===== src/hw/pmr_consts.vh =====
`ifndef PMR_CONSTS_VH
`define PMR_CONSTS_VH

// ****************************************
// Register numbers on the management link
// ****************************************
`define PMR_REG_CONTROL     5'h00
`define PMR_REG_STATUS      5'h01
`define PMR_REG_ID_HIGH     5'h02
`define PMR_REG_ID_LOW      5'h03
`define PMR_REG_ADVERTISE   5'h04
`define PMR_REG_LP_ABILITY  5'h05
`define PMR_REG_EXPANSION   5'h06
`define PMR_UNMAPPED_DATA   16'hffff

// ****************************************
// Basic control bit positions
// ****************************************
`define PMR_CTL_RESET       15
`define PMR_CTL_LOOPBACK    14
`define PMR_CTL_SPEED       13
`define PMR_CTL_AN_ENABLE   12
`define PMR_CTL_POWER_DOWN  11
`define PMR_CTL_ISOLATE     10
`define PMR_CTL_AN_RESTART  9
`define PMR_CTL_DUPLEX      8
`define PMR_CTL_COL_TEST    7

// ****************************************
// Basic status bit positions and fixed bits
// ****************************************
`define PMR_STS_AN_DONE     5
`define PMR_STS_RFAULT      4
`define PMR_STS_LINK        2
`define PMR_STS_JABBER      1
`define PMR_STS_FIXED       16'h7809

// ****************************************
// Advertisement bit positions and resets
// ****************************************
`define PMR_ADV_RFAULT      13
`define PMR_ADV_PAUSE_HI    11
`define PMR_ADV_PAUSE_LO    10
`define PMR_ADV_100FD       8
`define PMR_ADV_100HD       7
`define PMR_ADV_10FD        6
`define PMR_ADV_10HD        5
`define PMR_ADV_SEL_HI      4
`define PMR_ADV_SEL_RESET   5'h01
`define PMR_ADV_PAUSE_RESET 2'h0
`define PMR_ADV_100HD_RESET 1'b1
`define PMR_ISOLATE_MODE    3'h6

// ****************************************
// Serial frame layout
// ****************************************
`define PMR_PREAMBLE_BITS   6'd32
`define PMR_HEADER_BITS     4'd12
`define PMR_DATA_BITS       5'd16
`define PMR_OP_READ         2'h2
`define PMR_OP_WRITE        2'h1

`endif


===== src/hw/pmr_register_set.v =====
`timescale 1ns/1ns
`include "pmr_consts.vh"

module pmr_register_set (
    input  wire        clock,
    input  wire        srst,
    input  wire        mdc,
    input  wire        mdi,
    input  wire [4:0]  phy_address,
    input  wire [2:0]  strap_mode_field,
    input  wire [15:0] oui_upper_input,
    input  wire [15:0] oui_lower_input,
    input  wire        link_up,
    input  wire        remote_fault_event,
    input  wire        jabber_event,
    input  wire        an_complete,
    input  wire [15:0] lp_ability,
    input  wire        page_rx_event,
    input  wire        pd_fault_event,
    input  wire        lp_an_able,
    output reg         mdo,
    output reg         mdo_oe_n,
    output reg         loopback_en,
    output reg         power_down,
    output reg         isolate,
    output reg         an_enable,
    output reg         speed_100,
    output reg         full_duplex,
    output reg         col_test_en,
    output reg         an_restart,
    output reg         soft_reset,
    output reg  [15:0] advertise_word
);

    // ****************************************
    // Frame engine states
    // ****************************************
    localparam [2:0] ST_IDLE  = 3'd0;
    localparam [2:0] ST_START = 3'd1;
    localparam [2:0] ST_HEAD  = 3'd2;
    localparam [2:0] ST_RTA   = 3'd3;
    localparam [2:0] ST_RDATA = 3'd4;
    localparam [2:0] ST_WTA   = 3'd5;
    localparam [2:0] ST_WDATA = 3'd6;

    // ****************************************
    // Declarations
    // ****************************************
    reg         mdc_s1_reg;
    reg         mdc_s2_reg;
    reg         mdc_s3_reg;
    reg         mdi_s1_reg;
    reg         mdi_s2_reg;
    reg  [2:0]  state_reg;
    reg  [5:0]  pre_cnt_reg;
    reg  [4:0]  bit_cnt_reg;
    reg  [11:0] head_reg;
    reg  [15:0] shift_reg;
    reg  [15:0] ctl_reg;
    reg  [15:0] id_high_reg;
    reg  [15:0] id_low_reg;
    reg  [15:0] adv_reg;
    reg         rfault_lat_reg;
    reg         jabber_lat_reg;
    reg         link_lat_reg;
    reg         page_lat_reg;
    reg         pdf_lat_reg;
    reg  [15:0] ctl_rst;
    reg  [15:0] adv_rst;
    reg  [15:0] status_word;
    reg  [15:0] read_data;
    reg  [15:0] ctl_next;
    reg  [15:0] adv_next;
    reg         wr_commit;
    reg         rd_status;
    reg         rd_expand;
    wire        mdc_rise;
    wire        bit_in;
    wire [4:0]  head_reg_addr;

    assign mdc_rise      = mdc_s2_reg & ~mdc_s3_reg;
    assign bit_in        = mdi_s2_reg;
    assign head_reg_addr = head_reg[4:0];

    // ****************************************
    // Pin synchronisers
    // ****************************************
    // Second stage feeds edge detect; first stage touched by nothing else
    always @(posedge clock) begin
        if (srst) begin
            mdc_s1_reg <= 1'b0;
            mdc_s2_reg <= 1'b0;
            mdc_s3_reg <= 1'b0;
            mdi_s1_reg <= 1'b1;
            mdi_s2_reg <= 1'b1;
        end else begin
            mdc_s1_reg <= mdc;
            mdc_s2_reg <= mdc_s1_reg;
            mdc_s3_reg <= mdc_s2_reg;
            mdi_s1_reg <= mdi;
            mdi_s2_reg <= mdi_s1_reg;
        end
    end

    // ****************************************
    // Strap-derived reset values
    // ****************************************
    // Mode bit 2 enables negotiation, bit 1 picks 100M, bit 0 full duplex
    always @* begin
        ctl_rst = 16'h0000;
        ctl_rst[`PMR_CTL_SPEED]     = strap_mode_field[1];
        ctl_rst[`PMR_CTL_AN_ENABLE] = strap_mode_field[2];
        ctl_rst[`PMR_CTL_DUPLEX]    = strap_mode_field[0];
        ctl_rst[`PMR_CTL_ISOLATE]   = (strap_mode_field == `PMR_ISOLATE_MODE);
        adv_rst = 16'h0000;
        adv_rst[`PMR_ADV_SEL_HI:0]  = `PMR_ADV_SEL_RESET;
        adv_rst[`PMR_ADV_PAUSE_HI:`PMR_ADV_PAUSE_LO] = `PMR_ADV_PAUSE_RESET;
        adv_rst[`PMR_ADV_100HD]     = `PMR_ADV_100HD_RESET;
        adv_rst[`PMR_ADV_100FD]     = strap_mode_field[0] &
                                      (strap_mode_field[1] | strap_mode_field[2]);
        adv_rst[`PMR_ADV_10FD]      = strap_mode_field[0];
        adv_rst[`PMR_ADV_10HD]      = ~strap_mode_field[1] | strap_mode_field[2];
    end

    // ****************************************
    // Status word and read multiplexer
    // ****************************************
    always @* begin
        status_word = `PMR_STS_FIXED;
        status_word[`PMR_STS_AN_DONE] = an_complete;
        status_word[`PMR_STS_RFAULT]  = rfault_lat_reg;
        status_word[`PMR_STS_LINK]    = link_lat_reg;
        status_word[`PMR_STS_JABBER]  = jabber_lat_reg;
        if (head_reg_addr == `PMR_REG_CONTROL) begin
            read_data = ctl_reg;
        end else if (head_reg_addr == `PMR_REG_STATUS) begin
            read_data = status_word;
        end else if (head_reg_addr == `PMR_REG_ID_HIGH) begin
            read_data = id_high_reg;
        end else if (head_reg_addr == `PMR_REG_ID_LOW) begin
            read_data = id_low_reg;
        end else if (head_reg_addr == `PMR_REG_ADVERTISE) begin
            read_data = adv_reg;
        end else if (head_reg_addr == `PMR_REG_LP_ABILITY) begin
            read_data = lp_ability;
        end else if (head_reg_addr == `PMR_REG_EXPANSION) begin
            read_data = {11'h000, pdf_lat_reg, 2'h0, page_lat_reg, lp_an_able};
        end else begin
            read_data = `PMR_UNMAPPED_DATA;
        end
    end

    // ****************************************
    // Frame engine, one step per rising MDC
    // ****************************************
    // Snapshot taken at the first turnaround bit, so later events land in the next read
    always @(posedge clock) begin
        if (srst) begin
            state_reg   <= ST_IDLE;
            pre_cnt_reg <= 6'd0;
            bit_cnt_reg <= 5'd0;
            head_reg    <= 12'h000;
            shift_reg   <= 16'h0000;
            mdo         <= 1'b1;
            mdo_oe_n    <= 1'b1;
        end else if (mdc_rise) begin
            case (state_reg)
                ST_IDLE: begin
                    mdo_oe_n <= 1'b1;
                    if (bit_in) begin
                        if (pre_cnt_reg != `PMR_PREAMBLE_BITS) begin
                            pre_cnt_reg <= pre_cnt_reg + 6'd1;
                        end
                    end else begin
                        if (pre_cnt_reg == `PMR_PREAMBLE_BITS) begin
                            state_reg <= ST_START;
                        end
                        pre_cnt_reg <= 6'd0;
                    end
                end
                ST_START: begin
                    bit_cnt_reg <= 5'd0;
                    state_reg   <= bit_in ? ST_HEAD : ST_IDLE;
                end
                ST_HEAD: begin
                    head_reg    <= {head_reg[10:0], bit_in};
                    bit_cnt_reg <= bit_cnt_reg + 5'd1;
                    if (bit_cnt_reg == {1'b0, `PMR_HEADER_BITS} - 5'd1) begin
                        bit_cnt_reg <= 5'd0;
                        state_reg   <= ST_IDLE;
                        if (head_reg[8:4] == phy_address) begin
                            if (head_reg[10:9] == `PMR_OP_READ) begin
                                state_reg <= ST_RTA;
                            end else if (head_reg[10:9] == `PMR_OP_WRITE) begin
                                state_reg <= ST_WTA;
                            end
                        end
                    end
                end
                ST_RTA: begin
                    // Second turnaround bit: drive zero
                    shift_reg <= read_data;
                    mdo       <= 1'b0;
                    mdo_oe_n  <= 1'b0;
                    state_reg <= ST_RDATA;
                end
                ST_RDATA: begin
                    if (bit_cnt_reg == `PMR_DATA_BITS) begin
                        mdo         <= 1'b1;
                        mdo_oe_n    <= 1'b1;
                        bit_cnt_reg <= 5'd0;
                        state_reg   <= ST_IDLE;
                    end else begin
                        mdo         <= shift_reg[15];
                        shift_reg   <= {shift_reg[14:0], 1'b0};
                        bit_cnt_reg <= bit_cnt_reg + 5'd1;
                    end
                end
                ST_WTA: begin
                    bit_cnt_reg <= bit_cnt_reg + 5'd1;
                    if (bit_cnt_reg == 5'd1) begin
                        bit_cnt_reg <= 5'd0;
                        state_reg   <= ST_WDATA;
                    end
                end
                ST_WDATA: begin
                    shift_reg   <= {shift_reg[14:0], bit_in};
                    bit_cnt_reg <= bit_cnt_reg + 5'd1;
                    if (bit_cnt_reg == `PMR_DATA_BITS - 5'd1) begin
                        bit_cnt_reg <= 5'd0;
                        state_reg   <= ST_IDLE;
                    end
                end
                default: begin
                    state_reg <= ST_IDLE;
                end
            endcase
        end
    end

    // ****************************************
    // Access strobes
    // ****************************************
    always @* begin
        wr_commit = mdc_rise && (state_reg == ST_WDATA) &&
                    (bit_cnt_reg == `PMR_DATA_BITS - 5'd1);
        rd_status = mdc_rise && (state_reg == ST_RTA) &&
                    (head_reg_addr == `PMR_REG_STATUS);
        rd_expand = mdc_rise && (state_reg == ST_RTA) &&
                    (head_reg_addr == `PMR_REG_EXPANSION);
    end

    // ****************************************
    // Writable register next values
    // ****************************************
    // Self-clearing bits never store a one; at commit shift_reg lags the word by one bit
    always @* begin
        ctl_next = ctl_reg;
        ctl_next[`PMR_CTL_RESET]      = 1'b0;
        ctl_next[`PMR_CTL_AN_RESTART] = 1'b0;
        adv_next = adv_reg;
        if (wr_commit && head_reg_addr == `PMR_REG_CONTROL) begin
            ctl_next[`PMR_CTL_LOOPBACK]   = shift_reg[`PMR_CTL_LOOPBACK - 1];
            ctl_next[`PMR_CTL_SPEED]      = shift_reg[`PMR_CTL_SPEED - 1];
            ctl_next[`PMR_CTL_AN_ENABLE]  = shift_reg[`PMR_CTL_AN_ENABLE - 1];
            ctl_next[`PMR_CTL_POWER_DOWN] = shift_reg[`PMR_CTL_POWER_DOWN - 1];
            ctl_next[`PMR_CTL_ISOLATE]    = shift_reg[`PMR_CTL_ISOLATE - 1];
            ctl_next[`PMR_CTL_DUPLEX]     = shift_reg[7];
            ctl_next[`PMR_CTL_COL_TEST]   = shift_reg[6];
        end
        if (wr_commit && head_reg_addr == `PMR_REG_ADVERTISE) begin
            adv_next = {2'b00, shift_reg[`PMR_ADV_RFAULT - 1], 1'b0, shift_reg[10:9], 1'b0,
                        shift_reg[7:4], shift_reg[3:0], bit_in};
        end
    end

    // ****************************************
    // Register bank and pulse outputs
    // ****************************************
    // Soft reset returns control and advertisement to strap defaults
    always @(posedge clock) begin
        if (srst) begin
            ctl_reg     <= ctl_rst;
            adv_reg     <= adv_rst;
            id_high_reg <= oui_upper_input;
            id_low_reg  <= oui_lower_input;
            an_restart  <= 1'b0;
            soft_reset  <= 1'b0;
        end else begin
            an_restart <= 1'b0;
            soft_reset <= 1'b0;
            if (wr_commit && head_reg_addr == `PMR_REG_CONTROL && shift_reg[14]) begin
                ctl_reg    <= ctl_rst;
                adv_reg    <= adv_rst;
                soft_reset <= 1'b1;
            end else begin
                ctl_reg <= ctl_next;
                adv_reg <= adv_next;
                if (wr_commit && head_reg_addr == `PMR_REG_CONTROL && shift_reg[8]) begin
                    an_restart <= 1'b1;
                end
            end
            if (wr_commit && head_reg_addr == `PMR_REG_ID_HIGH) begin
                id_high_reg <= {shift_reg[14:0], bit_in};
            end
            if (wr_commit && head_reg_addr == `PMR_REG_ID_LOW) begin
                id_low_reg <= {shift_reg[14:0], bit_in};
            end
        end
    end

    // ****************************************
    // Latched status bits
    // ****************************************
    // A new event in the read cycle wins, so nothing is lost
    always @(posedge clock) begin
        if (srst || soft_reset) begin
            rfault_lat_reg <= 1'b0;
            jabber_lat_reg <= 1'b0;
            link_lat_reg   <= 1'b0;
            page_lat_reg   <= 1'b0;
            pdf_lat_reg    <= 1'b0;
        end else begin
            rfault_lat_reg <= remote_fault_event | (rfault_lat_reg & ~rd_status);
            jabber_lat_reg <= jabber_event | (jabber_lat_reg & ~rd_status);
            link_lat_reg   <= link_up & (link_lat_reg | rd_status);
            page_lat_reg   <= page_rx_event | (page_lat_reg & ~rd_expand);
            pdf_lat_reg    <= pd_fault_event | (pdf_lat_reg & ~rd_expand);
        end
    end

    // ****************************************
    // Mode outputs
    // ****************************************
    // Manual speed and duplex are masked while negotiation owns them
    always @(posedge clock) begin
        if (srst) begin
            loopback_en    <= 1'b0;
            power_down     <= 1'b0;
            isolate        <= 1'b0;
            an_enable      <= 1'b0;
            speed_100      <= 1'b0;
            full_duplex    <= 1'b0;
            col_test_en    <= 1'b0;
            advertise_word <= 16'h0000;
        end else begin
            loopback_en    <= ctl_reg[`PMR_CTL_LOOPBACK];
            power_down     <= ctl_reg[`PMR_CTL_POWER_DOWN];
            isolate        <= ctl_reg[`PMR_CTL_ISOLATE];
            an_enable      <= ctl_reg[`PMR_CTL_AN_ENABLE];
            speed_100      <= ctl_reg[`PMR_CTL_SPEED] & ~ctl_reg[`PMR_CTL_AN_ENABLE];
            full_duplex    <= ctl_reg[`PMR_CTL_DUPLEX] & ~ctl_reg[`PMR_CTL_AN_ENABLE];
            col_test_en    <= ctl_reg[`PMR_CTL_COL_TEST];
            advertise_word <= adv_reg;
        end
    end

endmodule // pmr_register_set


===== config.mk =====
export PLATFORM = sky130hd
export DESIGN_NAME = pmr_register_set
export DESIGN_NICKNAME = d
export VERILOG_FILES = /design/src/hw/pmr_register_set.v
export VERILOG_INCLUDE_DIRS = /design/src /design/src/hw
export SDC_FILE = /design/constraint.sdc
export NUM_CORES = 1
export LEC_CHECK = 0
export BUFFER_PORTS_ARGS = -buffer_cell sky130_fd_sc_hd__clkbuf_2
export CORE_MARGIN = 2
export CORE_UTILIZATION = 55
export DETAILED_ROUTE_END_ITERATION = 12
export GPL_TIMING_DRIVEN = 1
export PLACE_DENSITY_LB_ADDON = 0.15
export SKIP_LAST_GASP = 1
export SYNTH_ARGS = -nofsm -noshare
export SYNTH_HDL_FRONTEND = slang
export SYNTH_SLANG_ARGS = --single-unit

===== constraint.sdc =====
create_clock -name clock -period 3.8 [get_ports clock]
set_input_delay 0.76 -clock clock [delete_from_list [all_inputs] [get_ports clock]]
set_output_delay 0.76 -clock clock [all_outputs]
set_load 0.01 [all_outputs]

Yosys cells after proc, flatten, opt, wreduce, memory -nomap -nowiden
Index checks and enable logic that the tools add are counted.
- flip-flop bits (word level): 127
- word-level logic and storage cells: 161
- output and inout bits: 27
- bitwise gates (word level): 21
- $add $sub $neg: 2
- equality and inequality tests: 30
- mux-type cells: 44
- reductions and logical operators: 30
- operators by type and width (operator ; number):
    16-bit 2-to-1 mux ; 12
    16-bit case mux with 3 select lines ; 1
    14-bit 2-to-1 mux ; 2
    3-bit 2-to-1 mux ; 9
    9-bit 2-to-1 mux ; 3
    5-bit case mux with 5 select lines ; 1
    3-bit case mux with 7 select lines ; 1
    5-bit 2-to-1 mux ; 4
    5-bit by 3-bit equality test with 1-bit output (second input constant) ; 3
    2-bit != test (second input constant) ; 7
    3-bit equality test (second input constant) ; 4
    6-bit 2-to-1 mux ; 2
    3-bit nonzero test ; 4
    1-bit logical AND ; 11
    5-bit by 1-bit equality test with 1-bit output (second input constant) ; 2
    5-bit by 2-bit equality test with 1-bit output (second input constant) ; 2
    5-bit by 4-bit equality test with 1-bit output (second input constant) ; 2
    1-bit AND ; 9
    3-bit AND reduction ; 3
    1-bit bitwise OR ; 7
    7-bit AND reduction ; 1
    6-bit by 1-bit adder with 6-bit output (second input constant) ; 1
    3-bit by 2-bit equality test with 1-bit output (second input constant) ; 2
    6-bit equality test (second input constant) ; 1
    other kinds (21) ; 33

Logic depth before layout (Yosys ltp)
- depth after elaboration: 9
- gate-level depth with buffers: 9
- gate-level depth less buffers: 8

Least setup slack after synthesis
Ideal clock, no wire load.
- path type: register to register
- start: register bit_cnt_reg[0]
- end: register id_high_reg[0], enable pin
- buffers on the path: 0
- period minus slack after synthesis: 3.061 ns
- stages on the path, launching flop included: 8
- required time: 3.386 ns
- arrival time: 2.647 ns
- slack: 0.739 ns
- path through: dfxtp_1 ha_1 and3_1 ha_1 nand2_1 nor3_4 nand2_1 o31ai_1
- word-level cells in the longest chain between the ends: 4
- ends and longest elaborated chain (item ; RTL line ; RTL):
    start: declaration ; pmr_register_set.v:56 ; reg [4:0] bit_cnt_reg;
    start signal: assignment ; pmr_register_set.v:187 ; bit_cnt_reg <= bit_cnt_reg + 5'd1;
    start signal: assignment ; pmr_register_set.v:216 ; bit_cnt_reg <= bit_cnt_reg + 5'd1;
    start signal: assignment ; pmr_register_set.v:220 ; bit_cnt_reg <= bit_cnt_reg + 5'd1;
    5-bit by 4-bit equality test with 1-bit output ; pmr_register_set.v:246 ; (bit_cnt_reg == `PMR_DATA_BITS - 5'd1);
    1-bit logical AND ; pmr_register_set.v:245 ; wr_commit = mdc_rise && (state_reg == ST_WDATA) &&
    1-bit logical AND (no source line) ; -- ;
    2-bit nonzero test (no source line) ; -- ;
    end signal: assignment ; pmr_register_set.v:285 ; id_high_reg <= oui_upper_input;
    end signal: assignment ; pmr_register_set.v:304 ; id_high_reg <= {shift_reg[14:0], bit_in};
    end: declaration ; pmr_register_set.v:60 ; reg [15:0] id_high_reg;
No other way between the ends.
A chain may end at the register's enable or synchronous reset.

Final worst setup path
- start: register bit_cnt_reg[0]
- end: register id_low_reg[11], enable pin
- word-level cells in the longest chain between the ends: 4
- ends and longest elaborated chain (item ; RTL line ; RTL):
    5-bit by 4-bit equality test with 1-bit output ; pmr_register_set.v:246 ;
    1-bit logical AND ; pmr_register_set.v:245 ;
    1-bit logical AND (no source line) ; -- ;
    2-bit nonzero test (no source line) ; -- ;
    end signal: assignment ; pmr_register_set.v:286 ; id_low_reg <= oui_lower_input;
    end signal: assignment ; pmr_register_set.v:307 ; id_low_reg <= {shift_reg[14:0], bit_in};
    end: declaration ; pmr_register_set.v:61 ; reg [15:0] id_low_reg;
No other way between the ends.

==> flow_summary.json <==
{
  "synthDominantCellAreaShare": 0.289,
  "ir_drop_v": 0.000241,
  "overflow": 0,
  "synth_async_sr_flop_share": 0,
  "status": "finished clean",
  "routedWlPerCell_um": 17.4,
  "avgSynthCellArea_um2": 9.10,
  "drc_errors": 0,
  "grt_max_degree": 54,
  "finalClockSkew_ps": 7.56,
  "dpl-instance-area_mm2": 0.00644,
  "die_y_um": 108,
  "numCtsBuffers": 17,
  "ctsHtreeMaxLevel": 4,
  "muxShareOfSynthArea": 0.0246,
  "nets": 805,
  "synth_warnings": 0,
  "grt_pass1_vias": 4840,
  "dp_hpwl_um": 10600,
  "cts_tree": "yes",
  "power_density_mw_per_mm2": 454,
  "synth_fa_ha_area_frac": 0.0189,
  "cts_resized": 0,
  "clk_latency_ps": 520,
  "fmax_mhz": 363,
  "hold_path.class": "reg2reg",
  "post_cts_buffers": 0,
  "cts_buffer_depth": 2,
  "initial_utilization": 0.557,
  "synth_flop_cell": "dfxtp_1",
  "dp_slack_ps": 1070,
  "drt-pass1-iter-count": 5,
  "wl_um": 15300,
  "antenna_left": 0,
  "crit_slowest_cell": "o21ai_1",
  "cts_hold_buf": 0,
  "drive_gt1_frac": 0.220,
  "worst_slack_ps": 1050,
  "ys_top_cells_by_area": "dfxtp_1 (29%), edfxtp_1 (20%), nand2_1 (9.1%), a21oi_1 (3.4%), nor2b_1 (2.7%)",
  "drv_slew": 0,
  "yosys.area_share.simple": 0.234,
  "port-buffer-count": 89,
  "cp.arrival_ps": 2970,
  "final_cell_area_mm2": 0.00704,
  "yosys-top-cells-count": "nand2_1 (144), dfxtp_1 (86), a21oi_1 (40)",
  "die_area_mm2": 0.0117,
  "place.gp.congestion": 0.921,
  "grt_pass1_wl_um": 24700,
  "setup_viol": 0,
  "total_power_mw": 3.20,
  "critical_path.max_fanout": 10,
  "core_area_mm2": 0.0107,
  "num_vias": 5156,
  "period_share": 0.725,
  "max_stage_delay_ps": 500,
  "drt_iter0_drc": 477,
  "synth_xor_area_frac": 0.0147,
  "ys_ff_latch": 125,
  "fin_crit_ps": 2750,
  "hold_ws_ps": 407,
  "synth_edf_count": 39,
  "antenna_found_initial": 0,
  "row_count": 38,
  "syn-cell-area_mm2": 0.00596,
  "synth_area_leader_cell": "dfxtp_1",
  "area_delta_synth_final_pct": 18.1,
  "antenna_cells": 0,
  "rsz0062_at_grt": "false",
  "synth_most_common_cell": "nand2_1",
  "hold_violations": 0,
  "synthCells": 655,
  "synth_seq_area_share": 0.485,
  "root_buffer": "clkbuf_8",
  "cts_sinks": 125,
  "synth.distinct_cells": 65,
  "cp-start-kind": "flop",
  "track_usage": 0.276,
  "worst_pin_slew_ps": 893,
  "cp-end-kind": "flop",
  "synth_compound_gate_area_share": 0.170,
  "leakagePower_nw": 2.85,
  "cap_violations": 0,
  "crit_type": "reg2reg",
  "synth_top_family_by_area": "simple AND/OR/NAND/NOR gates",
  "setup-tns-final_ps": 0,
  "maxSlewHeadroom": 0.404,
  "die_w_um": 108,
  "crit_chain": "ha_1, and3_1, ha_1, nand2_1, nor3_4, nand2_1, o21ai_1, buf_4",
  "required_ps": 4020,
  "path_clk_slew_ps": 60,
  "io_pins": 94,
  "routed_via_density": 5.85
}
## per-layer routing
layer,part of all wire,track usage,vias to the layer above
li1,-,-,2471
met1,0.43,0.382,2367
met2,0.45,0.423,278
met3,0.091,0.0555,40
met4,0.024,0.114,0
met5,0,0,-
## critical path, delay by kind of cell, from the launching register on
kind,cells,cell delay (ps)
AOI/OAI and AO/OA,1,500
adders and majority gates,2,410
buffers and inverters,1,310
DFF,1,390
and+or+nand+nor,4,820
## path summary, 6_finish.rpt
check | from | endpoint | slack (ps) | depth (start not counted)
hold / removal | mdi_s1_reg | bit_in | 410 | 1
setup reg to reg | bit_cnt_reg[0] | id_low_reg[11] | 1050 | 8
hold reg to reg | mdi_s1_reg | bit_in | 410 | 1
setup / recovery | bit_cnt_reg[0] | id_low_reg[11] | 1050 | 8
## per-stage QoR
step	util	instances
floorplan	-	658
global placement	0.602	850
detailed placement	0.602	850
CTS	0.658	882
global route	0.658	882
finish	0.658	882
## layout by cell type, fill, tap and decap left out, types with 5 or more instances in the layout
cell       synthesis  layout
a211oi_1          17      17
a21oi_1           40      40
a221oi_1           5       5
a22oi_1            5       5
a31oi_1           13      13
and3_1             6       6
buf_4              8      13
clkbuf_16          0      19
clkbuf_2           1      88
clkinv_2           0       6
dfxtp_1           86      86
edfxtp_1          39      39
ha_1               9       9
inv_1             13      13
mux2_2            13      13
nand2_1          144     144
nand2b_1           7       7
nand3_1           25      25
nor2_1            27      27
nor2b_1           26      26
nor3_1            11      11
o211ai_1           7       7
o21ai_0           24      23
o22ai_1            9       9
xor2_1             9       9
## report_power, final
part / total, mW / switching [mW] / leakage, nW / internal, mW
Combinational: 0.143 / 0.0812 / 1.46 / 0.0614
Sequential: 1.43 / 0.0163 / 1.09 / 1.42
Clock: 1.62 / 0.576 / 0.304 / 1.04
Total: 3.20 / 0.673 / 2.85 / 2.52
## area by class of cell
class,instances,area [um2]
fill,861,3660
sequential,125,2890
inverter,13,48.8
tap,140,175
multi-input combinational,470,2780
timing repair buffer,102,543
clock inverter,10,105
clock buffer,22,497
## cells by family after synthesis
| group | after synthesis |
|---|---|
| compound gates | 151 |
| xor+xnor | 10 |
| mux | 13 |
| flops | 125 |
| other cells | 1 |
| buf+inv | 63 |
| fa+ha+maj | 9 |
| simple gates | 283 |
Note: power is estimated with default switching activity, not from simulation.
